File: src/verilog/dacfr_consts.svh
// dacfr_consts.svh: offsets, field positions, reset values and cycle counts of the
// dual channel converter front end. assumes inclusion by bare name, definitions only.
`ifndef DACFR_CONSTS_SVH
`define DACFR_CONSTS_SVH

// apb register byte offsets
`define DACFR_ADDR_W          8
`define DACFR_OFS_CTRL        8'h00
`define DACFR_OFS_SOFTWARE_TRIGGER_BIT      8'h04
`define DACFR_OFS_SINGLE_BASE 8'h08
`define DACFR_SINGLE_STRIDE   8'h0c
`define DACFR_OFS_8R          8'h00
`define DACFR_OFS_12L         8'h04
`define DACFR_OFS_12R         8'h08
`define DACFR_OFS_D12R        8'h20
`define DACFR_OFS_D12L        8'h24
`define DACFR_OFS_D8R         8'h28
`define DACFR_OFS_OUT1        8'h2c
`define DACFR_OFS_OUT2        8'h30

// field positions
`define DACFR_CH_STRIDE       16
`define DACFR_CH_FIELD_W      13
`define DACFR_D8_CH2_LSB      8
`define DACFR_12L_LSB         4
`define DACFR_D12L_CH2_LSB    20
`define DACFR_D12R_CH2_LSB    16
`define DACFR_D8_HOLD_LSB     4

// reset values
`define DACFR_LFSR_INIT       12'haaa
`define DACFR_TRI_INIT        12'h000
`define DACFR_FULL_SCALE      12'hfff
`define DACFR_MAMP_TOP        4'hb

// timing, in bus clock cycles
`define DACFR_HW_TRIG_DELAY   3

`endif

File: src/verilog/dacfr_pkg.sv
// dacfr_pkg: types shared by the converter front end.
// assumes nothing of its surroundings.
package dacfr_pkg;

  typedef enum logic [2:0] {
    DACFR_TS_TIM0 = 3'h0,
    DACFR_TS_TIM1 = 3'h1,
    DACFR_TS_TIM2 = 3'h2,
    DACFR_TS_TIM3 = 3'h3,
    DACFR_TS_TIM4 = 3'h4,
    DACFR_TS_TIM5 = 3'h5,
    DACFR_TS_EXT  = 3'h6,
    DACFR_TS_SW   = 3'h7
  } dacfr_tsel_t;

  typedef enum logic [1:0] {
    DACFR_WAVE_OFF   = 2'h0,
    DACFR_WAVE_NOISE = 2'h1,
    DACFR_WAVE_TRI   = 2'h2,
    DACFR_WAVE_RSVD  = 2'h3
  } dacfr_wave_t;

  // one channel of the control register, msb first
  typedef struct packed {
    logic        dma_request_enable;
    logic [3:0]  mask_amplitude_select;
    dacfr_wave_t waveform_select;
    dacfr_tsel_t trigger_source_select;
    logic        trigger_enable_bit;
    logic        output_buffer_off;
    logic        channel_power_on;
  } dacfr_chctl_t;

endpackage

File: src/verilog/dacfr_top.sv
// dacfr_top: digital front end of a two channel 12-bit converter with apb registers.
// assumes apb master on ref_clk; trigger inputs may be asynchronous to ref_clk.
//
// Summary of operation
// - power-on bit drives the analog macrocell and locks trigger select and mask; digital path always runs.
// - single writes: 8-bit to holding[11:4], 12-bit left [15:4], right [11:0].
// - dual 8-bit write: bits 7..0 to channel one, 15..8 to channel two.
// - dual 12-bit left write: bits 15..4 channel one, 31..20 channel two.
// - dual 12-bit right write: bits 11..0 channel one, 27..16 channel two.
// - output register is read-only; loaded only from holding plus waveform.
// - trigger disabled: output loads one cycle after the holding write.
// - trigger enabled: output loads three cycles after a timer or external trigger.
// - select 000-101 timer triggers, 110 external line nine, 111 software bit.
// - only a rising edge of timer or external line counts as trigger.
// - software trigger loads in one cycle; hardware clears the bit on that same edge.
// - trigger select cannot change while channel power-on is set.
// - dma request on timer or external trigger, never on software trigger, when enabled.
// - each channel with dma enable raises its own request.
// - wave 01 selects noise; lfsr starts at 0xaaa, steps on each triggered output load.
// - masked lfsr or triangle adds to holding data, saturating at full scale.
// - an all-zero lfsr gets a one injected so it never locks up.
// - wave select cleared resets that channel's noise and triangle state.
// - wave 10 selects triangle; counter steps on each triggered output load, adds saturating.
// - triangle counts up to the peak, down to zero, and repeats.
// - each channel has a bit switching its analog output buffer.
`timescale 1ns/100ps
`include "dacfr_consts.svh"

module dacfr_top #(
  parameter int unsigned TRIG_DELAY = `DACFR_HW_TRIG_DELAY
) (
  // clock and reset
  input  wire logic                       ref_clk,
  input  wire logic                       rstn,
  // apb slave
  input  wire logic                       psel,
  input  wire logic                       penable,
  input  wire logic                       pwrite,
  input  wire logic [`DACFR_ADDR_W-1:0]   paddr,
  input  wire logic [31:0]                pwdata,
  output logic      [31:0]                prdata,
  output logic                            pready,
  output logic                            pslverr,
  // trigger sources, asynchronous
  input  wire logic [5:0]                 timer_trigger_out,
  input  wire logic                       external_line_nine,
  // dma requests, one cycle pulses
  output logic      [1:0]                 dma_req,
  // analog macrocell side
  output logic      [11:0]                output_register_ch1,
  output logic      [11:0]                output_register_ch2,
  output logic      [1:0]                 channel_power_on,
  output logic      [1:0]                 output_buffer_off
);

  localparam int unsigned NSRC = 7;

  // the pend pipe has at least one stage; long pipes only waste flops
  if (TRIG_DELAY < 1 || TRIG_DELAY > 8) begin : g_bad_delay
    $error("dacfr_top: TRIG_DELAY must be 1 to 8");
  end

  typedef struct packed {
    dacfr_pkg::dacfr_chctl_t [1:0]   ctl;
    logic [1:0]                      software_trigger_bit;
    logic [1:0][11:0]                hold;
    logic [1:0][11:0]                dout;
    logic [1:0][11:0]                lfsr;
    logic [1:0][11:0]                tri_cnt;
    logic [1:0]                      tri_down;
    logic [1:0]                      auto_pend;
    logic [1:0]                      dma_req;
    logic [1:0][TRIG_DELAY-1:0]      pend;
    logic [NSRC-1:0]                 sync1;
    logic [NSRC-1:0]                 sync2;
    logic [NSRC-1:0]                 sync3;
    logic                            pready;
    logic                            pslverr;
    logic [31:0]                     prdata;
  } dacfr_state_t;

  dacfr_state_t st;
  dacfr_state_t next_st;

  // unmasked width for noise, peak for triangle
  function automatic logic [11:0] dacfr_mask(input logic [3:0] n);
    logic [12:0] m;
    m = (13'h0002 << n) - 13'h0001;
    if (n >= `DACFR_MAMP_TOP) begin
      m = {1'b0, `DACFR_FULL_SCALE};
    end
    return m[11:0];
  endfunction

  // edge of each source; bit 7 stands for the software slot and never fires
  logic [7:0]       src_rise;
  logic [1:0]       hw_evt;
  logic [1:0]       sw_fire;
  logic [1:0]       fire;
  logic [1:0][11:0] sat_val;
  logic [1:0][11:0] lfsr_adv;
  logic [1:0][11:0] tri_adv;
  logic [1:0]       tri_dir;

  // sync1 is read by sync2 only
  assign src_rise = {1'b0, st.sync2 & ~st.sync3};

  for (genvar c = 0; c < 2; c++) begin : g_ch
    logic [11:0] mask;
    logic [11:0] wave_val;
    logic [12:0] sum;
    logic [11:0] shifted;
    logic        fb;

    assign mask = dacfr_mask(st.ctl[c].mask_amplitude_select);

    // select decode: timers, external line, software bit
    assign hw_evt[c] = st.ctl[c].trigger_enable_bit
                       && st.ctl[c].trigger_source_select != dacfr_pkg::DACFR_TS_SW
                       && src_rise[st.ctl[c].trigger_source_select];
    assign sw_fire[c] = st.software_trigger_bit[c] && st.ctl[c].trigger_enable_bit
                        && st.ctl[c].trigger_source_select == dacfr_pkg::DACFR_TS_SW;
    assign fire[c] = st.pend[c][TRIG_DELAY-1] | sw_fire[c];

    always_comb begin
      case (st.ctl[c].waveform_select)
        dacfr_pkg::DACFR_WAVE_NOISE: wave_val = st.lfsr[c] & mask;
        dacfr_pkg::DACFR_WAVE_TRI:   wave_val = st.tri_cnt[c];
        default:                     wave_val = 12'h000;
      endcase
    end

    // no wrap-around: clip at full scale
    assign sum = {1'b0, st.hold[c]} + {1'b0, wave_val};
    assign sat_val[c] = sum[12] ? `DACFR_FULL_SCALE : sum[11:0];

    // polynomial x^12 + x^6 + x^4 + x + 1
    assign fb = st.lfsr[c][11] ^ st.lfsr[c][5] ^ st.lfsr[c][3] ^ st.lfsr[c][0];
    assign shifted = {st.lfsr[c][10:0], fb};
    assign lfsr_adv[c] = (shifted == 12'h000) ? 12'h001 : shifted;

    // up to the peak, down to zero, again
    always_comb begin
      tri_dir[c] = st.tri_down[c];
      tri_adv[c] = st.tri_cnt[c];
      if (!st.tri_down[c]) begin
        if (st.tri_cnt[c] >= mask) begin
          tri_dir[c] = 1'b1;
          tri_adv[c] = st.tri_cnt[c] - 12'h001;
        end else begin
          tri_adv[c] = st.tri_cnt[c] + 12'h001;
        end
      end else begin
        if (st.tri_cnt[c] == 12'h000) begin
          tri_dir[c] = 1'b0;
          tri_adv[c] = 12'h001;
        end else begin
          tri_adv[c] = st.tri_cnt[c] - 12'h001;
        end
      end
    end
  end

  logic                     acc;
  logic                     wr;
  logic                     hit;
  logic [31:0]              rd_val;
  logic [`DACFR_ADDR_W-1:0] base;
  dacfr_pkg::dacfr_chctl_t  wctl;

  always_comb begin
    next_st = st;
    hit     = 1'b0;
    rd_val  = 32'h0000_0000;
    base    = `DACFR_OFS_SINGLE_BASE;
    wctl    = st.ctl[0];
    acc     = psel & penable;
    wr      = acc & st.pready & pwrite;

    // two flops before any logic, third flop for the edge
    next_st.sync1 = {external_line_nine, timer_trigger_out};
    next_st.sync2 = st.sync1;
    next_st.sync3 = st.sync2;

    for (int c = 0; c < 2; c++) begin
      next_st.pend[c]      = (st.pend[c] << 1) | TRIG_DELAY'(hw_evt[c]);
      next_st.dma_req[c]   = hw_evt[c] & st.ctl[c].dma_request_enable;
      next_st.auto_pend[c] = 1'b0;

      // output only ever takes holding data plus wave
      if (fire[c] || (st.auto_pend[c] && !st.ctl[c].trigger_enable_bit)) begin
        next_st.dout[c] = sat_val[c];
      end
      if (fire[c]) begin
        if (st.ctl[c].waveform_select == dacfr_pkg::DACFR_WAVE_NOISE) begin
          next_st.lfsr[c] = lfsr_adv[c];
        end
        if (st.ctl[c].waveform_select == dacfr_pkg::DACFR_WAVE_TRI) begin
          next_st.tri_cnt[c]  = tri_adv[c];
          next_st.tri_down[c] = tri_dir[c];
        end
      end
      if (sw_fire[c]) begin
        next_st.software_trigger_bit[c] = 1'b0;
      end
      if (st.ctl[c].waveform_select == dacfr_pkg::DACFR_WAVE_OFF) begin
        next_st.lfsr[c]     = `DACFR_LFSR_INIT;
        next_st.tri_cnt[c]  = `DACFR_TRI_INIT;
        next_st.tri_down[c] = 1'b0;
      end
    end

    // read decode
    case (paddr)
      `DACFR_OFS_CTRL: begin
        hit    = 1'b1;
        rd_val = {3'h0, st.ctl[1], 3'h0, st.ctl[0]};
      end
      `DACFR_OFS_SOFTWARE_TRIGGER_BIT: begin
        hit    = 1'b1;
        rd_val = {30'h0000_0000, st.software_trigger_bit};
      end
      `DACFR_OFS_OUT1: begin
        hit    = 1'b1;
        rd_val = {20'h0_0000, st.dout[0]};
      end
      `DACFR_OFS_OUT2: begin
        hit    = 1'b1;
        rd_val = {20'h0_0000, st.dout[1]};
      end
      `DACFR_OFS_D12R, `DACFR_OFS_D12L, `DACFR_OFS_D8R: begin
        hit = 1'b1;
      end
      default: begin
        hit = 1'b0;
      end
    endcase
    for (int c = 0; c < 2; c++) begin
      base = `DACFR_ADDR_W'(`DACFR_OFS_SINGLE_BASE + c * `DACFR_SINGLE_STRIDE);
      if (paddr == base + `DACFR_OFS_8R || paddr == base + `DACFR_OFS_12L
          || paddr == base + `DACFR_OFS_12R) begin
        hit = 1'b1;
      end
    end

    // one wait state: pready rises on the first access edge
    next_st.pready  = acc & ~st.pready;
    next_st.pslverr = acc & ~st.pready & ~hit;
    next_st.prdata  = (acc && !st.pready) ? rd_val : 32'h0000_0000;

    // writes come last so a software set beats the hardware clear
    if (wr) begin
      if (paddr == `DACFR_OFS_CTRL) begin
        for (int c = 0; c < 2; c++) begin
          wctl = dacfr_pkg::dacfr_chctl_t'(pwdata[c*`DACFR_CH_STRIDE +: `DACFR_CH_FIELD_W]);
          if (st.ctl[c].channel_power_on) begin
            wctl.trigger_source_select = st.ctl[c].trigger_source_select;
            wctl.mask_amplitude_select = st.ctl[c].mask_amplitude_select;
          end
          next_st.ctl[c] = wctl;
        end
      end
      if (paddr == `DACFR_OFS_SOFTWARE_TRIGGER_BIT) begin
        next_st.software_trigger_bit = next_st.software_trigger_bit | pwdata[1:0];
      end
      for (int c = 0; c < 2; c++) begin
        base = `DACFR_ADDR_W'(`DACFR_OFS_SINGLE_BASE + c * `DACFR_SINGLE_STRIDE);
        if (paddr == base + `DACFR_OFS_8R) begin
          next_st.hold[c]      = {pwdata[7:0], 4'h0};
          next_st.auto_pend[c] = 1'b1;
        end
        if (paddr == base + `DACFR_OFS_12L) begin
          next_st.hold[c]      = pwdata[`DACFR_12L_LSB +: 12];
          next_st.auto_pend[c] = 1'b1;
        end
        if (paddr == base + `DACFR_OFS_12R) begin
          next_st.hold[c]      = pwdata[11:0];
          next_st.auto_pend[c] = 1'b1;
        end
      end
      if (paddr == `DACFR_OFS_D8R) begin
        next_st.hold[0]   = {pwdata[7:0], 4'h0};
        next_st.hold[1]   = {pwdata[`DACFR_D8_CH2_LSB +: 8], 4'h0};
        next_st.auto_pend = 2'h3;
      end
      if (paddr == `DACFR_OFS_D12L) begin
        next_st.hold[0]   = pwdata[`DACFR_12L_LSB +: 12];
        next_st.hold[1]   = pwdata[`DACFR_D12L_CH2_LSB +: 12];
        next_st.auto_pend = 2'h3;
      end
      if (paddr == `DACFR_OFS_D12R) begin
        next_st.hold[0]   = pwdata[11:0];
        next_st.hold[1]   = pwdata[`DACFR_D12R_CH2_LSB +: 12];
        next_st.auto_pend = 2'h3;
      end
    end
  end

  always_ff @(posedge ref_clk or negedge rstn) begin
    if (!rstn) begin
      st         <= '0;
      st.lfsr[0] <= `DACFR_LFSR_INIT;
      st.lfsr[1] <= `DACFR_LFSR_INIT;
    end else begin
      st <= next_st;
    end
  end

  // power-on leaves the datapath running; besides the macrocell it only locks trigger select and mask writes
  assign channel_power_on    = {st.ctl[1].channel_power_on, st.ctl[0].channel_power_on};
  assign output_buffer_off   = {st.ctl[1].output_buffer_off, st.ctl[0].output_buffer_off};
  assign output_register_ch1 = st.dout[0];
  assign output_register_ch2 = st.dout[1];
  assign dma_req             = st.dma_req;
  assign prdata              = st.prdata;
  assign pready              = st.pready;
  assign pslverr             = st.pslverr;

endmodule

File: config.mk
export PLATFORM = sky130hd
export DESIGN_NAME = dacfr_top
export DESIGN_NICKNAME = d
export VERILOG_FILES = /design/src/verilog/dacfr_pkg.sv /design/src/verilog/dacfr_top.sv
export VERILOG_INCLUDE_DIRS = /design/src /design/src/verilog
export SDC_FILE = /design/constraint.sdc
export NUM_CORES = 1
export LEC_CHECK = 0
export BUFFER_PORTS_ARGS = -buffer_cell sky130_fd_sc_hd__buf_2
export CAP_MARGIN = 25
export CELL_PAD_IN_SITES_DETAIL_PLACEMENT = 1
export CELL_PAD_IN_SITES_GLOBAL_PLACEMENT = 2
export CORE_MARGIN = 1.5
export CORE_UTILIZATION = 35
export DETAILED_ROUTE_END_ITERATION = 6
export PLACE_DENSITY = 0.79
export RECOVER_POWER = 25
export SYNTH_ARGS = -nofsm -noshare
export SYNTH_HDL_FRONTEND = slang
export SYNTH_SLANG_ARGS = --single-unit
File: constraint.sdc
create_clock -name ref_clk -period 7 [get_ports ref_clk]
set_input_delay 0.7 -clock ref_clk [delete_from_list [all_inputs] [get_ports ref_clk]]
set_output_delay 0.7 -clock ref_clk [all_outputs]
set_load 0.02 [all_outputs]
==> Yosys cells after proc, flatten, opt, wreduce, memory -nomap -nowiden <==
Index checks and enable logic that the tools add are counted.
{ "classes": {"addsub": 8, "mul": 0, "div": 0, "order_cmp": 6, "n_eq_ne": 20, "n_shift": 2, "n_mux": 70, "bitwise_logic": 26, "reduce_logical": 45} }
{ "op_table": {"columns": ["op", "n"], "rows": [
  ["two-way mux 12 bit", 30],
  ["one-hot mux 29 bit (4 select lines)", 1],
  ["two-way mux 24 bit", 3],
  ["zero test 12 bit", 4],
  ["one-hot mux 12 bit (2 select lines)", 2],
  ["subtractor 12 x 1 -> 12 bit (second input constant)", 4],
  ["equality test 8 x 6 -> 1 bit (second input constant)", 5],
  ["equality test 8 x 5 -> 1 bit (second input constant)", 4],
  ["two-way mux 32 bit", 1],
  ["adder 12 x 12 -> 13 bit", 2],
  ["two-way mux 26 bit", 1],
  ["two-way mux 1 bit", 25],
  ["adder 12 x 1 -> 12 bit (second input constant)", 2],
  ["AND 12 bit", 2],
  ["greater-or-equal comparator 12 bit", 2],
  ["left shift 2 x 4 -> 12 bit (first input constant)", 2],
  ["equality test 8 x 4 -> 1 bit (second input constant)", 2],
  ["AND reduction 2 bit", 7],
  ["nonzero test 2 bit", 6],
  ["nonzero test 6 bit", 2],
  ["logical AND 1 bit", 11],
  ["two-way mux 2 bit", 5],
  ["equality test 8 x 3 -> 1 bit (second input constant)", 1],
  ["greater-or-equal comparator 4 bit (second input constant)", 2],
  ["other kinds (20)", 51]
]} }
{ "totals": {"register_bits": 191, "latchBits": 0, "ramBits": 0, "mem_bits_ro": 0, "in_bits": 52, "out_inout_bits": 64, "elab_cells": 212, "memories": 0} }

==> Logic depth before layout (Yosys ltp) <==
{ "logic_depth": {"ltp_word": 9, "ltp_mapped": 20, "ltp_nobuf": 17} }

==> Least setup slack after synthesis <==
Ideal clock, no wire load.
{ "synth_path": {"path_kind": "register -> register", "from": "register st[188] (netlist name)", "to": "register st[88] (netlist name)", "arrival_ns": 3.619, "slack_ns": 3.299, "stages_incl_launch_ff": 20, "synth_period_minus_slack_ns": 3.701, "path_cell_list": "dfrtp_1 > clkbuf_1 > clkbuf_1 > nor2_1 > nand3b_1 > ha_1 > clkbuf_1 > nor2_1 > xnor2_1 > nand2_1 > a21oi_1 > ha_1 > a21o_1 > a21oi_1 > o221ai_1 > a211oi_2 > buf_6 > mux2_2 > o21a_1 > o21ai_0"} }
{ "synth_between": {"elab_chain_cells": 9, "elab_cells_between_ends": 10, "classes_between": "add/sub: 1; order compare: 2; shift: 1; mux: 6"} }
{ "synth_lines": {"columns": ["element", "line_no", "rtl"], "rows": [
  ["start, declared", "dacfr_top.sv:82", "dacfr_state_t st;"],
  ["start signal, assigned", "dacfr_top.sv:305", "st <= next_st;"],
  ["left shift 2 x 4 -> 12 bit", "dacfr_top.sv:88", "m = (13'h0002 << n) - 13'h0001;"],
  ["subtractor 12 x 1 -> 12 bit", "dacfr_top.sv:88", null],
  ["two-way mux 12 bit *", "dacfr_top.sv:89", "if (n >= `DACFR_MAMP_TOP) begin"],
  ["greater-or-equal comparator 12 bit *", "dacfr_top.sv:147", "if (st.tri_cnt[c] >= mask) begin"],
  ["two-way mux 12 bit *", "dacfr_top.sv:147", null],
  ["two-way mux 12 bit *", "dacfr_top.sv:146", "if (!st.tri_down[c]) begin"],
  ["two-way mux 12 bit *", "dacfr_top.sv:198", "if (st.ctl[c].waveform_select == dacfr_pkg::DACFR_WAVE_TRI) begin"],
  ["two-way mux 12 bit *", "dacfr_top.sv:194", "if (fire[c]) begin"],
  ["two-way mux 12 bit *", "dacfr_top.sv:206", "if (st.ctl[c].waveform_select == dacfr_pkg::DACFR_WAVE_OFF) begin"]
]} }
Mark *: on every way between the ends. The rest lies on a longest branch, timed or not. The select of a mux whose other input is x is not followed.
A chain may end at the register's enable or synchronous reset.

==> Worst setup path after layout <==
{ "layout_path": {"from": "register st[175] (netlist name)", "to": "register st[78] (netlist name)"} }
The elaborated chain is that of the path after synthesis.

==> flow_summary.toml <==
[cts]
cts-resized-gates = 0
clk_latency_ns = 0.46
htree_levels = 4
cts_buffer_depth = 2
clkTransAtPathRegs_ns = 0.08
numCtsBuffers = 17
root_buffer = "clkbuf_16"
cts_setup_buffers = 0
cts_hold_buf = 0
cts_tree = "done"
clock_sink_count = 185

[setup_path]
crit_arrival_ns = 4.76
r2r_setup_slack_ns = 2.63
worstSetupEndpointType = "flip-flop"
critical_path.startpoint_type = "flip-flop"
path_cells = "nor2_1 > nand3_1 > ha_1 > or3_1 > nand3_1 > a21oi_1 > ha_1 > a211oi_1 > nor2_1 > nor3_1 > nand2_1 > mux2i_1 > or4_1 > a31oi_1"
required_ns = 7.38
slowest_delay_ns = 0.58
worstPathMaxFanout = 16
critPathTopFamily = "simple AND/OR/NAND/NOR gates"
path_buf_inv = 0
crit_slowest_cell = "dfrtp_1"
path_class = "reg2reg"

[timing]
tightest_slew_ns = 2.824
fin_skew_ns = 0.009137
setup_ws_ns = 2.626
max_freq_mhz = 228.6
slew_viol_final = 46
hold_viol_final = 0
slew_headroom_pct = -88.24
hold_ws_ns = 0.3453
min_period_ns = 4.374
fin_tns_setup_ns = 0
finalSetupViolCount = 0
period_share_pct = 62.49
rsz0062_at_grt = "false"

[power]
pwr-share-clk_pct = 43.9
p_switching_mw = 0.6123
p_sw_share_pct = 27.37
leakage_nw = 5.863
pwr_density_cell_mw_per_mm2 = 172.9
pwr-share-comb_pct = 6.8
finalPower_mw = 2.237
pwr-share-seq_pct = 49.2
p_int_mw = 1.625
ir_drop_uv = 191.8

[synthesis]
synthFlopType = "dfrtp_1"
synth.distinct_cells = 84
syn_inst = 1351
yosysMostFrequentCell = "dfrtp_1"
yosys-top-cells-area = "dfrtp_1 36%, ha_1 6.5%, nand2_1 4.9%, a21oi_1 4.0%, buf_4 4.0%"
ys_seq_elements = 185
synth_common_cells = "173 x dfrtp_1, 157 x nand2_1, 105 x nor2_1"
synth_top_area_share_pct = 36.22
async_reset_ff_share_pct = 100.0
yosysWarningCount = 0
synth_edf_count = 0
synth_area_per_cell_um2 = 8.847
ys_seq_area_share_pct = 38.86
syn_area_mm2 = 0.01195
yosys.area.top_type = "dfrtp_1"

[place]
port_buffers = 109
hpwl_um = 29630
place_area_mm2 = 0.01236
dp_slack_ns = 2.686
dp_cells = 1786
gp_congestion = 0.8420

[floorplanning]
rows = 67
die_h_um = 187.8
die_area_mm2 = 0.03527
die_w_um = 187.8
core_area_mm2 = 0.03362
ios = 116
start_util_pct = 35.56

[global_route]
grt_max_degree = 75
grt_use_total_pct = 22.56
antenna_found_initial = 2
overflow = 0
grt_pass1_wl_um = 61360
first_global_vias = 10240

[drt]
vias = 10340
ant_nets = 0
route.detailed.drc = 6
wl_per_cell_um = 21.55
wirelength_um = 39190
drt_iter0_markers = 785
via_per_inst = 5.682
drt_pass1_iterations = 7

[layout]
multi_input_area_mm2 = 0.006316
utilization_pct = 38.48
regArea_mm2 = 0.004644
fin_nets = 1474
instances_no_fill = 1819
drive_above_1_share_pct = 15.46
antenna_cells = 0
fillers = 3999
fin_area_mm2 = 0.01294
syn_to_final_growth_pct = 8.228

[outcome]
violations = "DRC, capacitance limit, slew limit"
status = "complete, but fails checks"

[run]
maxCapViolCount = 1

[hold_path]
hold_path_class = "in2reg"
cell families (layout without fill, tap and decap cells):
group	count (synthesis)	count (layout)	share of synthesized area, %
AO/OA/AOI/OAI	375	375	20.70
XOR/XNOR	27	27	1.978
adder cells (fa/ha/maj)	64	64	6.825
buffers and inverters	197	212	8.458
flip-flops	185	185	38.86
multiplexers	36	36	3.276
other	1	6	0.03137
AND/OR/NAND/NOR	466	466	19.88
layout make-up:
class,instances,area share (%)
multi-input cells,974,48.82
flip-flops and latches,185,35.90
repair buffers,116,4.614
well taps,448,4.333
clock buffers,19,3.501
inverters,64,1.857
clock inverters,13,0.9672
registers in the layout, indices dropped and copies added, names as in the netlist:
register,cells
output_register_ch1,12
output_buffer_off,2
pslverr,1
dma_req,2
st,91
pready,1
g_ch.shifted,22
channel_power_on,2
output_register_ch2,12
prdata,26
next_st,14
placed cells by master, fill, tap and decap left out, types with 16 or more instances in the layout:
cell and n:
ha_1 62, clkbuf_16 17, buf_2 108, a21oi_1 96, nand2_1 157, inv_1 62, nor3_1 22, nand3_1 18
a221oi_1 16, and3_1 30, mux2_2 25, o21ai_0 89, o21a_1 21, nor2_1 105, xnor2_1 16, nand3b_1 20
dfrtp_1 173, nor2b_1 16
per-layer routing:
layer  part of all wire [%]  vias to the layer above  track usage, %
met2                     43                      299           33.40
met3                    5.2                       35           3.799
met4                    1.2                        2           4.400
met5                  0.033                        -               0
met1                     51                     5208           34.35
li1                       -                     4791               -
path summary, 6_finish.rpt:
kind                                             endpoint  cells after the start                 start
min                                 next_st[44]$_DFF_PN0_                      1  timer_trigger_out[3]
max                                    st[78]$_DFFE_PN0P_                     14   st[175]$_DFFE_PN0P_
max in group asynchronous             st[139]$_DFFE_PN0P_                      2                  rstn
max reg2reg                            st[78]$_DFFE_PN0P_                     14   st[175]$_DFFE_PN0P_
min reg2reg                              st[57]$_DFF_PN0_                      0      st[56]$_DFF_PN0_
min in group asynchronous  g_ch[0].shifted[7]$_DFFE_PN0P_                      1                  rstn
worst register-to-register path, stage by stage (launching register included):
cell      delay, ns
dfrtp_1        0.58
nor2_1         0.36
nand3_1        0.13
ha_1           0.35
or3_1          0.41
nand3_1        0.09
a21oi_1        0.09
ha_1           0.33
a211oi_1       0.24
nor2_1         0.08
nor3_1         0.33
nand2_1        0.49
mux2i_1        0.25
or4_1          0.42
a31oi_1        0.17
power groups by stage:
stage          registers (mW)  clock network [mW]  logic, mW
2_1_floorplan            1.12                   0     0.0881
3_3_place_gp             1.12                   0      0.152
3_5_place_dp             1.12                   0      0.154
4_1_cts                  1.10                1.01      0.155
5_1_grt                  1.10                1.05      0.168
6_report                 1.10               0.982      0.153
Power figures use the tool's default switching activity.
